`src/core/phy_diag_pkg.sv`:
```
// constants for the cable-diagnostic and crossover management registers
package phy_diag_pkg;

  // register indices
  localparam logic [4:0] IDX_PATTERN_DELAY  = 5'h18;
  localparam logic [4:0] IDX_CONTROL_STATUS = 5'h19;
  localparam logic [4:0] IDX_BAD_SYMBOL     = 5'h1a;
  localparam logic [4:0] IDX_CROSSOVER      = 5'h1b;

  // reflectometry_pattern_delay fields
  localparam int EXT_BIT    = 15;
  localparam int BRK_CNT_HI = 14;
  localparam int BRK_CNT_LO = 12;
  localparam int PAT_HI_HI  = 11;
  localparam int PAT_HI_LO  = 6;
  localparam int PAT_LO_HI  = 5;
  localparam int PAT_LO_LO  = 0;

  // reflectometry_control_status fields
  localparam int ENABLE_BIT = 15;
  localparam int FILTER_BIT = 14;
  localparam int TYPE_HI    = 10;
  localparam int TYPE_LO    = 9;
  localparam int DONE_BIT   = 8;
  localparam int DIST_HI    = 7;
  localparam int DIST_LO    = 0;

  // crossover_polarity_control fields
  localparam int XO_DIS_BIT = 15;
  localparam int SWAP_BIT   = 13;
  localparam int HB_OFF_BIT = 11;
  localparam int POL_BIT    = 4;

  // values after hardware reset
  localparam logic [5:0]  PAT_HIGH_RST = 6'h2e;
  localparam logic [5:0]  PAT_LOW_RST  = 6'h1d;
  localparam logic [15:0] TALLY_RST    = 16'h0000;
  localparam logic [7:0]  DIST_RST     = 8'h00;

  typedef enum logic [1:0] {
    CABLE_DEFAULT = 2'h0,
    CABLE_SHORTED = 2'h1,
    CABLE_OPEN    = 2'h2,
    CABLE_MATCHED = 2'h3
  } cable_type_t;

  // timing
  localparam int CLK_HZ        = 40_000_000;
  localparam int TICK_MS       = 1;
  localparam int TICK_CYCLES   = CLK_HZ / 1000 * TICK_MS;
  localparam int BREAK_BASE_MS = 2;
  localparam int BREAK_STEP_MS = 256;
  localparam int BREAK_CAP_S   = 2;
  localparam int BREAK_CAP_MS  = BREAK_CAP_S * 1000;

endpackage

```
`src/core/sample_if.sv`:
```
// reflection sample path between the register core and the spike filter
`timescale 1ns/1ps
interface sample_if #(parameter int W = 10);
  logic         valid;
  logic [W-1:0] data;
  logic         enable;
  logic         filt_valid;
  logic [W-1:0] filt_data;

  modport filt (input valid, input data, input enable, output filt_valid, output filt_data);
  modport core (output valid, output data, output enable, input filt_valid, input filt_data);
endinterface

```
`src/core/phy_cable_diag_regs.sv`:
```
// cable reflectometry, symbol tally and crossover management registers
// Operation
// - with extension off, line is held broken 2 ms before a test.
// - with extension on, break grows by counter times 256 ms, capped at 2 s.
// - six-bit high-cycle pattern is sent during test; resets to fixed default.
// - six-bit low-cycle pattern is sent during test; resets to fixed default.
// - management sets enable to start; hardware clears it as completion rises.
// - filter bit on applies spike filtering to reflection samples; off bypasses.
// - cable type reports 00 default, 01 shorted, 10 open, 11 matched.
// - completion flag sets at test end, holds until reset or new start.
// - eight-bit fault distance reported after shorted or open result.
// - tally counts invalid 100BASE-TX code symbols, idle symbols included.
// - tally advances at most once per received packet.
// - tally wraps to zero past maximum, never saturates.
// - crossover-disable clear runs auto crossover; set hands pairs to manual bit.
// - manual bit clear keeps pairs normal; set swaps transmit and receive.
// - heartbeat-disable set suppresses 10BASE-T heartbeat test.
// - read-only bit shows reversed 10BASE-T receive polarity.
// - length register valid only on 100BASE-TX links without open or short.
`timescale 1ns/1ps
module phy_cable_diag_regs #(
  parameter int TICK_CYCLES = phy_diag_pkg::TICK_CYCLES,
  parameter int SAMPLE_W    = 10
) (
  // clock and resets
  input  wire logic                clock_i,
  input  wire logic                rst_i,
  input  wire logic                soft_rst_i,
  // management register port
  input  wire logic [4:0]          reg_idx_i,
  input  wire logic                reg_wr_i,
  input  wire logic                reg_rd_i,
  input  wire logic [15:0]         reg_wdata_i,
  output logic      [15:0]         reg_rdata_o,
  output logic                     reg_rvalid_o,
  // reflectometry engine
  output logic                     line_break_o,
  output logic                     tdr_drive_o,
  output logic                     tdr_high_phase_o,
  output logic      [5:0]          tdr_pattern_o,
  input  wire logic                echo_done_i,
  input  wire logic [1:0]          echo_type_i,
  input  wire logic [7:0]          echo_dist_i,
  input  wire logic                adc_valid_i,
  input  wire logic [SAMPLE_W-1:0] adc_sample_i,
  output logic                     adc_filt_valid_o,
  output logic      [SAMPLE_W-1:0] adc_filt_o,
  // 100BASE-TX receiver
  input  wire logic                rx_frame_i,
  input  wire logic                rx_bad_symbol_i,
  input  wire logic                link_100_i,
  output logic                     length_report_on_o,
  // crossover, heartbeat, polarity
  input  wire logic                auto_swap_i,
  input  wire logic                rx_polarity_reversed_i,
  output logic                     auto_xover_on_o,
  output logic                     pair_swap_o,
  output logic                     heartbeat_test_on_o
);
  if (TICK_CYCLES < 1) $error("phy_cable_diag_regs: TICK_CYCLES must be positive");
  if (SAMPLE_W < 2) $error("phy_cable_diag_regs: SAMPLE_W must be at least 2");

  localparam int TW = (TICK_CYCLES > 1) ? $clog2(TICK_CYCLES) : 1;

  typedef enum logic [1:0] {ST_IDLE, ST_BREAK, ST_PULSE} diag_state_t;

  // retained fields
  logic        delay_ext_q;
  logic [2:0]  brk_cnt_q;
  logic [5:0]  pat_high_q;
  logic [5:0]  pat_low_q;
  logic        enable_q;
  logic        filter_q;
  logic        xo_dis_q;
  logic        swap_q;
  logic        hb_off_q;
  // fields cleared by either reset, except rdata_q and rvalid_q (hardware reset only)
  logic [1:0]  cable_type_q;
  logic        done_q;
  logic [7:0]  dist_q;
  logic [15:0] tally_q;
  logic        counted_q;
  logic        frame_d_q;
  logic [15:0] rdata_q;
  logic        rvalid_q;
  // sequencer
  diag_state_t state_q;
  diag_state_t state_d;
  logic [TW-1:0] tick_cnt_q;
  logic [11:0] ms_cnt_q;
  logic [11:0] target_q;
  logic        hi_phase_q;

  // register decode
  wire wr_pat  = reg_wr_i && (reg_idx_i == phy_diag_pkg::IDX_PATTERN_DELAY);
  wire wr_ctrl = reg_wr_i && (reg_idx_i == phy_diag_pkg::IDX_CONTROL_STATUS);
  wire wr_xo   = reg_wr_i && (reg_idx_i == phy_diag_pkg::IDX_CROSSOVER);
  wire wen_bit = reg_wdata_i[phy_diag_pkg::ENABLE_BIT];

  // test control
  wire start  = wr_ctrl && wen_bit && !enable_q;
  wire finish = (state_q == ST_PULSE) && echo_done_i;
  wire abort  = wr_ctrl && !wen_bit && enable_q && !finish;

  // line break length in ms, latched at start
  wire [11:0] ext_ms  = 12'(brk_cnt_q) * 12'(phy_diag_pkg::BREAK_STEP_MS);
  wire [11:0] raw_ms  = 12'(phy_diag_pkg::BREAK_BASE_MS) + (delay_ext_q ? ext_ms : 12'h000);
  wire [11:0] brk_ms  = (raw_ms > 12'(phy_diag_pkg::BREAK_CAP_MS)) ?
                        12'(phy_diag_pkg::BREAK_CAP_MS) : raw_ms;
  wire        ms_tick = (state_q == ST_BREAK) && (tick_cnt_q == TW'(TICK_CYCLES - 1));
  wire        brk_end = ms_tick && (ms_cnt_q + 12'h001 == target_q);

  always_comb begin
    state_d = state_q;
    unique case (state_q)
      ST_IDLE: begin
        if (start) begin
          state_d = ST_BREAK;
        end
      end
      ST_BREAK: begin
        if (abort) begin
          state_d = ST_IDLE;
        end else if (brk_end) begin
          state_d = ST_PULSE;
        end
      end
      ST_PULSE: begin
        if (abort || finish) begin
          state_d = ST_IDLE;
        end
      end
    endcase
  end

  // sequencer flops; a soft reset leaves a running test alone
  always_ff @(posedge clock_i) begin
    if (rst_i) begin
      state_q    <= ST_IDLE;
      tick_cnt_q <= '0;
      ms_cnt_q   <= 12'h000;
      target_q   <= 12'(phy_diag_pkg::BREAK_BASE_MS);
      hi_phase_q <= 1'b1;
    end else begin
      state_q    <= state_d;
      tick_cnt_q <= (state_q != ST_BREAK || ms_tick) ? '0 : tick_cnt_q + TW'(1);
      if (start) begin
        ms_cnt_q <= 12'h000;
        target_q <= brk_ms;
      end else if (ms_tick && !brk_end) begin
        ms_cnt_q <= ms_cnt_q + 12'h001;
      end
      hi_phase_q <= (state_q == ST_PULSE) ? !hi_phase_q : 1'b1;
    end
  end

  // retained fields: hardware reset only
  always_ff @(posedge clock_i) begin
    if (rst_i) begin
      delay_ext_q <= 1'b0;
      brk_cnt_q   <= 3'h0;
      pat_high_q  <= phy_diag_pkg::PAT_HIGH_RST;
      pat_low_q   <= phy_diag_pkg::PAT_LOW_RST;
      enable_q    <= 1'b0;
      filter_q    <= 1'b0;
      xo_dis_q    <= 1'b0;
      swap_q      <= 1'b0;
      hb_off_q    <= 1'b0;
    end else begin
      if (wr_pat) begin
        delay_ext_q <= reg_wdata_i[phy_diag_pkg::EXT_BIT];
        brk_cnt_q   <= reg_wdata_i[phy_diag_pkg::BRK_CNT_HI:phy_diag_pkg::BRK_CNT_LO];
        pat_high_q  <= reg_wdata_i[phy_diag_pkg::PAT_HI_HI:phy_diag_pkg::PAT_HI_LO];
        pat_low_q   <= reg_wdata_i[phy_diag_pkg::PAT_LO_HI:phy_diag_pkg::PAT_LO_LO];
      end
      if (finish || abort) begin
        enable_q <= 1'b0;
      end else if (start) begin
        enable_q <= 1'b1;
      end
      if (wr_ctrl) begin
        filter_q <= reg_wdata_i[phy_diag_pkg::FILTER_BIT];
      end
      if (wr_xo) begin
        xo_dis_q <= reg_wdata_i[phy_diag_pkg::XO_DIS_BIT];
        swap_q   <= reg_wdata_i[phy_diag_pkg::SWAP_BIT];
        hb_off_q <= reg_wdata_i[phy_diag_pkg::HB_OFF_BIT];
      end
    end
  end

  // results: cleared by hardware or soft reset
  wire fault_hit = (echo_type_i == phy_diag_pkg::CABLE_SHORTED) ||
                   (echo_type_i == phy_diag_pkg::CABLE_OPEN);

  always_ff @(posedge clock_i) begin
    if (rst_i) begin
      cable_type_q <= phy_diag_pkg::CABLE_DEFAULT;
      done_q       <= 1'b0;
      dist_q       <= phy_diag_pkg::DIST_RST;
    end else if (finish) begin
      cable_type_q <= echo_type_i;
      done_q       <= 1'b1;
      // distance has no meaning for a matched cable, so it reads zero
      dist_q       <= fault_hit ? echo_dist_i : phy_diag_pkg::DIST_RST;
    end else if (soft_rst_i) begin
      // a result landing with a soft reset wins; enable and a running test are left alone
      cable_type_q <= phy_diag_pkg::CABLE_DEFAULT;
      done_q       <= 1'b0;
      dist_q       <= phy_diag_pkg::DIST_RST;
    end else if (start) begin
      done_q <= 1'b0;
    end
  end

  // symbol tally: one count per packet, idle errors share the last packet's slot
  wire new_pkt = rx_frame_i && !frame_d_q;
  wire bump    = rx_bad_symbol_i && (!counted_q || new_pkt);

  always_ff @(posedge clock_i) begin
    if (rst_i || soft_rst_i) begin
      tally_q   <= phy_diag_pkg::TALLY_RST;
      counted_q <= 1'b0;
      frame_d_q <= 1'b0;
    end else begin
      frame_d_q <= rx_frame_i;
      if (bump) begin
        tally_q <= tally_q + 16'h0001;
      end
      if (bump) begin
        counted_q <= 1'b1;
      end else if (new_pkt) begin
        counted_q <= 1'b0;
      end
    end
  end

  // read path
  wire [15:0] word_pat = {delay_ext_q, brk_cnt_q, pat_high_q, pat_low_q};
  wire [15:0] word_ctl = {enable_q, filter_q, 3'h0, cable_type_q, done_q, dist_q};
  wire [15:0] word_xo  = {xo_dis_q, 1'b0, swap_q, 1'b0, hb_off_q, 6'h00,
                          rx_polarity_reversed_i, 4'h0};
  wire [15:0] rd_word  = (reg_idx_i == phy_diag_pkg::IDX_PATTERN_DELAY)  ? word_pat :
                         (reg_idx_i == phy_diag_pkg::IDX_CONTROL_STATUS) ? word_ctl :
                         (reg_idx_i == phy_diag_pkg::IDX_BAD_SYMBOL)     ? tally_q  :
                         (reg_idx_i == phy_diag_pkg::IDX_CROSSOVER)      ? word_xo  :
                         16'h0000;

  always_ff @(posedge clock_i) begin
    if (rst_i) begin
      rdata_q  <= 16'h0000;
      rvalid_q <= 1'b0;
    end else begin
      rvalid_q <= reg_rd_i;
      if (reg_rd_i) begin
        rdata_q <= rd_word;
      end
    end
  end

  // sample filter
  sample_if #(.W(SAMPLE_W)) smp ();
  assign smp.valid  = adc_valid_i;
  assign smp.data   = adc_sample_i;
  assign smp.enable = filter_q;

  spike_filter #(.W(SAMPLE_W)) u_filter (
    .clock_i (clock_i),
    .rst_i   (rst_i),
    .smp     (smp)
  );

  // outputs
  assign reg_rdata_o         = rdata_q;
  assign reg_rvalid_o        = rvalid_q;
  assign line_break_o        = (state_q == ST_BREAK);
  assign tdr_drive_o         = (state_q == ST_PULSE);
  assign tdr_high_phase_o    = hi_phase_q;
  assign tdr_pattern_o       = hi_phase_q ? pat_high_q : pat_low_q;
  assign adc_filt_valid_o    = smp.filt_valid;
  assign adc_filt_o          = smp.filt_data;
  assign auto_xover_on_o     = !xo_dis_q;
  assign pair_swap_o         = xo_dis_q ? swap_q : auto_swap_i;
  assign heartbeat_test_on_o = !hb_off_q;
  // length is meaningless on 10BASE-T or after a short/open result
  assign length_report_on_o  = link_100_i && !(done_q &&
                               (cable_type_q == phy_diag_pkg::CABLE_SHORTED ||
                                cable_type_q == phy_diag_pkg::CABLE_OPEN));

  // checks
  a_break_base: assert property (@(posedge clock_i) disable iff (rst_i)
    start && !delay_ext_q |=> line_break_o && target_q == 12'h002)
    else $error("base line break not 2 ms");

  a_break_end: assert property (@(posedge clock_i) disable iff (rst_i)
    $fell(line_break_o) && enable_q |-> tdr_drive_o && ms_cnt_q + 12'h001 == target_q)
    else $error("line break ended at wrong ms count");

  a_break_ext: assert property (@(posedge clock_i) disable iff (rst_i)
    start && delay_ext_q |=> target_q == 12'h002 + {1'b0, $past(brk_cnt_q), 8'h00})
    else $error("extended line break wrong");

  a_pattern_sent: assert property (@(posedge clock_i) disable iff (rst_i)
    tdr_drive_o ##1 tdr_drive_o |-> tdr_pattern_o == ($past(hi_phase_q) ? pat_low_q : pat_high_q))
    else $error("pattern halves not alternating");

  a_self_clear: assert property (@(posedge clock_i) disable iff (rst_i)
    tdr_drive_o && echo_done_i && !soft_rst_i |=> !enable_q && done_q && !tdr_drive_o)
    else $error("enable not cleared at completion");

  a_type_report: assert property (@(posedge clock_i) disable iff (rst_i)
    finish && !soft_rst_i |=> cable_type_q == $past(echo_type_i))
    else $error("cable type not captured");

  a_done_hold: assert property (@(posedge clock_i) disable iff (rst_i)
    done_q && !start && !soft_rst_i |=> done_q)
    else $error("completion flag dropped early");

  a_done_set: assert property (@(posedge clock_i) disable iff (rst_i)
    finish |=> done_q)
    else $error("completion flag missed at test end");

  a_fault_dist: assert property (@(posedge clock_i) disable iff (rst_i)
    finish && fault_hit && !soft_rst_i |=> dist_q == $past(echo_dist_i))
    else $error("fault distance not captured");

  a_tally_bump: assert property (@(posedge clock_i) disable iff (rst_i)
    rx_bad_symbol_i && !counted_q && !soft_rst_i |=> tally_q == $past(tally_q) + 16'h0001)
    else $error("bad symbol not counted");

  a_tally_once: assert property (@(posedge clock_i) disable iff (rst_i)
    counted_q && !soft_rst_i && !new_pkt |=> $stable(tally_q))
    else $error("tally advanced twice in a packet");

  a_tally_wrap: assert property (@(posedge clock_i) disable iff (rst_i)
    tally_q == 16'hffff && bump && !soft_rst_i |=> tally_q == 16'h0000)
    else $error("tally did not wrap");

  a_pair_manual: assert property (@(posedge clock_i) disable iff (rst_i)
    wr_xo ##1 xo_dis_q |-> pair_swap_o == $past(reg_wdata_i[phy_diag_pkg::SWAP_BIT]))
    else $error("manual pair select ignored");

  a_polarity_read: assert property (@(posedge clock_i) disable iff (rst_i)
    reg_rd_i && reg_idx_i == phy_diag_pkg::IDX_CROSSOVER |=>
    reg_rdata_o[phy_diag_pkg::POL_BIT] == $past(rx_polarity_reversed_i))
    else $error("polarity bit not reported");
endmodule

```
`src/core/spike_filter.sv`:
```
// three-tap median filter on converted reflection samples, bypassable
`timescale 1ns/1ps
module spike_filter #(
  parameter int W = 10
) (
  input wire logic clock_i,
  input wire logic rst_i,
  sample_if.filt   smp
);
  if (W < 2) $error("spike_filter: W must be at least 2");

  logic [W-1:0] s1_q;
  logic [W-1:0] s2_q;
  logic [W-1:0] out_q;
  logic         v_q;

  // median of new sample and the two before it kills single-sample spikes
  wire [W-1:0] lo_ab  = (smp.data < s1_q) ? smp.data : s1_q;
  wire [W-1:0] hi_ab  = (smp.data < s1_q) ? s1_q : smp.data;
  wire [W-1:0] mid_hc = (hi_ab < s2_q) ? hi_ab : s2_q;
  wire [W-1:0] median = (lo_ab < mid_hc) ? mid_hc : lo_ab;

  always_ff @(posedge clock_i) begin
    if (rst_i) begin
      s1_q  <= '0;
      s2_q  <= '0;
      out_q <= '0;
      v_q   <= 1'b0;
    end else begin
      v_q <= smp.valid;
      if (smp.valid) begin
        s1_q  <= smp.data;
        s2_q  <= s1_q;
        out_q <= smp.enable ? median : smp.data;
      end
    end
  end

  assign smp.filt_valid = v_q;
  assign smp.filt_data  = out_q;

  a_filter_bypass: assert property (@(posedge clock_i) disable iff (rst_i)
    smp.valid && !smp.enable |=> smp.filt_valid && smp.filt_data == $past(smp.data))
    else $error("unfiltered sample not passed through unchanged");
endmodule

```
`config.mk`:
```
export PLATFORM = sky130hd
export DESIGN_NAME = phy_cable_diag_regs
export DESIGN_NICKNAME = d
export VERILOG_FILES = /design/src/core/phy_diag_pkg.sv /design/src/core/sample_if.sv /design/src/core/phy_cable_diag_regs.sv /design/src/core/spike_filter.sv
export SDC_FILE = /design/constraint.sdc
export NUM_CORES = 1
export LEC_CHECK = 0
export ABC_CLOCK_PERIOD_IN_PS = 5150
export BUFFER_PORTS_ARGS = -buffer_cell sky130_fd_sc_hd__buf_2
export CAP_MARGIN = 20
export CORE_MARGIN = 3
export CORE_UTILIZATION = 31
export CTS_BUF_LIST = sky130_fd_sc_hd__clkbuf_2 sky130_fd_sc_hd__clkbuf_4 sky130_fd_sc_hd__clkbuf_8
export CTS_CLUSTER_DIAMETER = 150
export CTS_CLUSTER_SIZE = 10
export DETAILED_ROUTE_END_ITERATION = 8
export SLEW_MARGIN = 20
export SYNTH_ARGS = -nofsm -noshare
export SYNTH_HDL_FRONTEND = slang
export SYNTH_HIERARCHICAL = 1
export SYNTH_SLANG_ARGS = --single-unit
export TNS_END_PERCENT = 1
```
`constraint.sdc`:
```
create_clock -name clock_i -period 5.15 [get_ports clock_i]
set_input_delay 0.515 -clock clock_i [delete_from_list [all_inputs] [get_ports clock_i]]
set_output_delay 0.515 -clock clock_i [all_outputs]
set_load 0.02 [all_outputs]
```
==> impl_summary.txt <==
----------------------------------------------------
[Flow run]
  Number of maximum-capacitance constraint violations ... 0

[Power and ir drop]
  Switching Share ... 0.317
  Clock network power share ... 0.351
  Worst-case vdd ir drop ... 0.187 mV
  Static leakage power ... 3.51 nW
  Share of total power in sequential cells ... 0.447
  Power spent charging and discharging nets ... 0.754 mW
  Internal power of the cells ... 1.62 mW
  Share of power burned in combinational logic ... 0.202
  Ratio of total power to cell area ... 274 mW/mm^2

[Worst setup path]
  Slowest cell delay on critical path ... 0.37 ns
  Highest-delay cell along the critical path ... sky130_fd_sc_hd__dfxtp_4
  Worst setup EP type ... register
  Worst-path maximum fanout ... 8
  Worst endpoint required time ... 5.46 ns
  Crit path DAT ... 5.19 ns
  Critical Path Source Type ... register
  Count of cells along the worst register-to-register path ... 25
  Crit Path Category ... register to register

[Synthesis]
  Synthesis-stage register bit count ... 132
  Number of flops mapped to enable cells by yosys ... 0
  Ranking of synthesized cells by area ... sky130_fd_sc_hd__dfxtp_1, sky130_fd_sc_hd__nor2_1, sky130_fd_sc_hd__mux2i_1
  Synthesized net count ... 942
  Synth Instances ... 855
  Cell taking the most area after synthesis ... sky130_fd_sc_hd__dfxtp_1
  Count of synthesis-stage warnings from yosys ... 6
  Sequential element share of the synthesized area ... 0.367
  Share of Yosys cell area claimed by the top area cell type ... 0.367
  Async set-reset flop share out of synthesis ... 0
  Predominant post-synthesis flop cell ... sky130_fd_sc_hd__dfxtp_1
  Post-synth design cell area ... 0.00719 mm^2
  Avg Cell Area, Syn ... 8.41 um^2
  Library cells used by synthesis ... 70

[Clock tree]
  Clock network latency to the later pin of the worst-skew pair ... 0.45 ns
  TritonCTS Sinks ... 132
  Number of buffers added to fix hold violations after cts ... 0
  Longest Clk Path Bufs ... 2
  Clock tree from TritonCTS ... done
  CTS H-tree depth ... 4
  Root buf cell ... sky130_fd_sc_hd__clkbuf_8
  Number of CTS-inserted buffers ... 17
  Clock-pin slew on the worst setup and hold paths ... 0.10 ns

[GRT]
  Number of global-route vias before repair ... 6036
  Number of antenna violations at the first check in global routing ... 0
  Wire length of the first global-routing pass ... 30300 um
  Overall fraction of global-route tracks in use ... 0.150
  Maximum number of pins on one net before global-route repair ... 48
  Remaining Overflow, GRT ... 0

[Die]
  Total core area ... 0.0227 mm^2
  Site row count ... 55
  I/O pins ... 94
  Horizontal die dimension ... 158 um
  Area of the die ... 0.0251 mm^2
  Die extent in y ... 158 um
  Initial Utilization ... 0.317

[Timing]
  Transition time at the pin with the least slew margin ... 0.764 ns
  Accumulated negative setup slack ... 0 ns
  Final Cycle Share ... 0.947
  Worst slew slack as a fraction of its limit ... 0.490
  Final setup violation count ... 0
  Fin. max-slew vios ... 0
  Final hold viol count ... 0
  Final critical-path setup slack ... 0.274 ns
  Worst clock skew on the final layout ... 0.0194 ns
  Post-layout min period ... 4.88 ns
  Max frequency ... 205 MHz

[Routing]
  Via density ... 5.04
  Average routed wire per standard cell ... 14.8 um
  Routed Wire Length ... 18800 um
  DR vias ... 6402
  Number of nets with antenna violations after detailed routing ... 0
  Total DRC errors in the routed layout ... 0
  Iter 0 DRT Violations ... 404
  Number of iterations in the first detailed-routing pass ... 5

[Min path]
  Type of the worst min-delay path ... primary input to register
  Hold Path Cell Cnt ... 3

[Final layout]
  Fin nets ... 1059
  Antenna Diode Count ... 0
  Area overhead of the layout relative to synthesis ... 20.7%
  Share of layout cells above drive strength 1 ... 0.240
  Most common cell after layout, fill and taps aside ... sky130_fd_sc_hd__dfxtp_1
  Top library cells by usage in the layout, fill and taps aside ... sky130_fd_sc_hd__dfxtp_1, sky130_fd_sc_hd__nor2_1, sky130_fd_sc_hd__buf_2

[Placement]
  Worst setup timing slack at the placement stage ... -0.276 ns
  Final HPWL from detailed placement ... 13800 um
  I/O Buffers ... 93
  Final estimated routing congestion in global placement ... 0.828

[Outcome]
  Result of the run ... completed

----------------------------------------------------
## logic make-up after synthesis
logic type,Yosys count,synth area share
adder cells (fa/ha/maj),34,0.0591
XOR/XNOR,34,0.0435
AND/OR/NAND/NOR,317,0.215
flip-flops,132,0.367
buffers and inverters,91,0.0515
multiplexers,54,0.0767
AO/OA/AOI/OAI,193,0.187
## power by group through the flow
stage               Combinational, mW  Clock, mW  Sequential [mW]
floorplan                       0.264          0             1.10
global placement                0.441          0             1.09
detailed placement              0.446          0             1.09
CTS                             0.449      0.861             1.06
global route                    0.534      0.904             1.07
finish                          0.481      0.835             1.06
## synthesized netlist by cell type (6+ instances only)
| master | n |
|---|---|
| sky130_fd_sc_hd__dfxtp_1 | 132 |
| sky130_fd_sc_hd__nor2_1 | 122 |
| sky130_fd_sc_hd__nand2_1 | 66 |
| sky130_fd_sc_hd__a21oi_1 | 55 |
| sky130_fd_sc_hd__inv_1 | 45 |
| sky130_fd_sc_hd__mux2i_1 | 45 |
| sky130_fd_sc_hd__clkbuf_1 | 37 |
| sky130_fd_sc_hd__ha_1 | 34 |
| sky130_fd_sc_hd__nand3_1 | 27 |
| sky130_fd_sc_hd__a22oi_1 | 24 |
| sky130_fd_sc_hd__o21ai_0 | 22 |
| sky130_fd_sc_hd__xor2_1 | 20 |
| sky130_fd_sc_hd__a211oi_1 | 15 |
| sky130_fd_sc_hd__o21ai_1 | 13 |
| sky130_fd_sc_hd__xnor2_1 | 13 |
| sky130_fd_sc_hd__and3_1 | 12 |
| sky130_fd_sc_hd__nand3b_1 | 12 |
| sky130_fd_sc_hd__or3_1 | 12 |
| sky130_fd_sc_hd__a211o_1 | 11 |
| sky130_fd_sc_hd__nand4_1 | 10 |
| sky130_fd_sc_hd__a221oi_2 | 9 |
| sky130_fd_sc_hd__mux2_2 | 9 |
| sky130_fd_sc_hd__nor3_1 | 9 |
| sky130_fd_sc_hd__o21ai_2 | 9 |
| sky130_fd_sc_hd__nor2b_1 | 6 |
## critical path, delay by kind of cell, from the launching register on
| kind | cells | cell delay, ns |
|---|---|---|
| AOI/OAI and AO/OA | 11 | 1.72 |
| adders and majority gates | 3 | 0.93 |
| buffers and inverters | 6 | 0.85 |
| and+or+nand+nor | 4 | 0.72 |
| DFF | 1 | 0.37 |
| muxes | 1 | 0.18 |
## cell type report
class,instances,area [um^2]
Clock inverter,15,138
Clock buffer,17,234
Timing Repair Buffer,144,860
Tap cell,285,357
Sequential cell,132,2650
Fill cell,2357,14000
Inverter,45,169
Multi-Input combinational cell,632,4280
## timing repair
| item | in CTS | in global routing |
|---|---|---|
| setup endpoints to repair | 9 | 10 |
| cloned | 0 | 1 |
| setup buffers | 0 | 3 |
| pin swaps | 0 | 8 |
| gates resized for setup | 1 | 28 |
## metrics by stage
| step | total power, mW | area (um^2) | util | hold WS [ns] | cells |
|---|---|---|---|---|---|
| CTS | 2.37 | 8550 | 0.377 | 0.237 | 1266 |
| floorplan | 1.36 | 7200 | - | 0.430 | 855 |
| global route | 2.50 | 8680 | 0.382 | 0.254 | 1270 |
| detailed placement | 1.53 | 8180 | 0.360 | 0.459 | 1234 |
| global placement | 1.53 | 8180 | 0.360 | 0.450 | 1234 |
| finish | 2.38 | 8680 | 0.382 | 0.270 | 1270 |
## flip-flops by register name, summed over array words and instances, names as in the netlist, 2 cells and up
name,count
reg_rdata_o,16
tally_q,16
tick_cnt_q,16
ms_cnt_q,12
u_filter/s1_q,10
u_filter/s2_q,10
u_filter/smp.filt_data,10
dist_q,8
pat_high_q,6
pat_low_q,6
brk_cnt_q,3
target_q,3
cable_type_q,2
state_q,2
## final timing paths
path | from | to | slack (ns)
worst max register to register | u_filter/s1_q[4]$_SDFFE_PP0P_ | u_filter/smp.filt_data[5]$_SDFFE_PP0P_ | 0.27
worst min-delay path | reg_wdata_i[3] | pat_low_q[3]$_SDFFE_PP1P_ | 0.27
worst min register to register | tick_cnt_q[0]$_SDFF_PP0_ | tick_cnt_q[0]$_SDFF_PP0_ | 0.47
worst max-delay path | u_filter/s1_q[4]$_SDFFE_PP0P_ | u_filter/smp.filt_data[5]$_SDFFE_PP0P_ | 0.27
## per-layer routing
layer / track usage / part of all wire
met1: 0.201 / 0.48
met2: 0.237 / 0.46
met3: 0.0340 / 0.038
met4: 0.0533 / 0.018
met5: 0 / 0
Power figures use the tool's default switching activity.
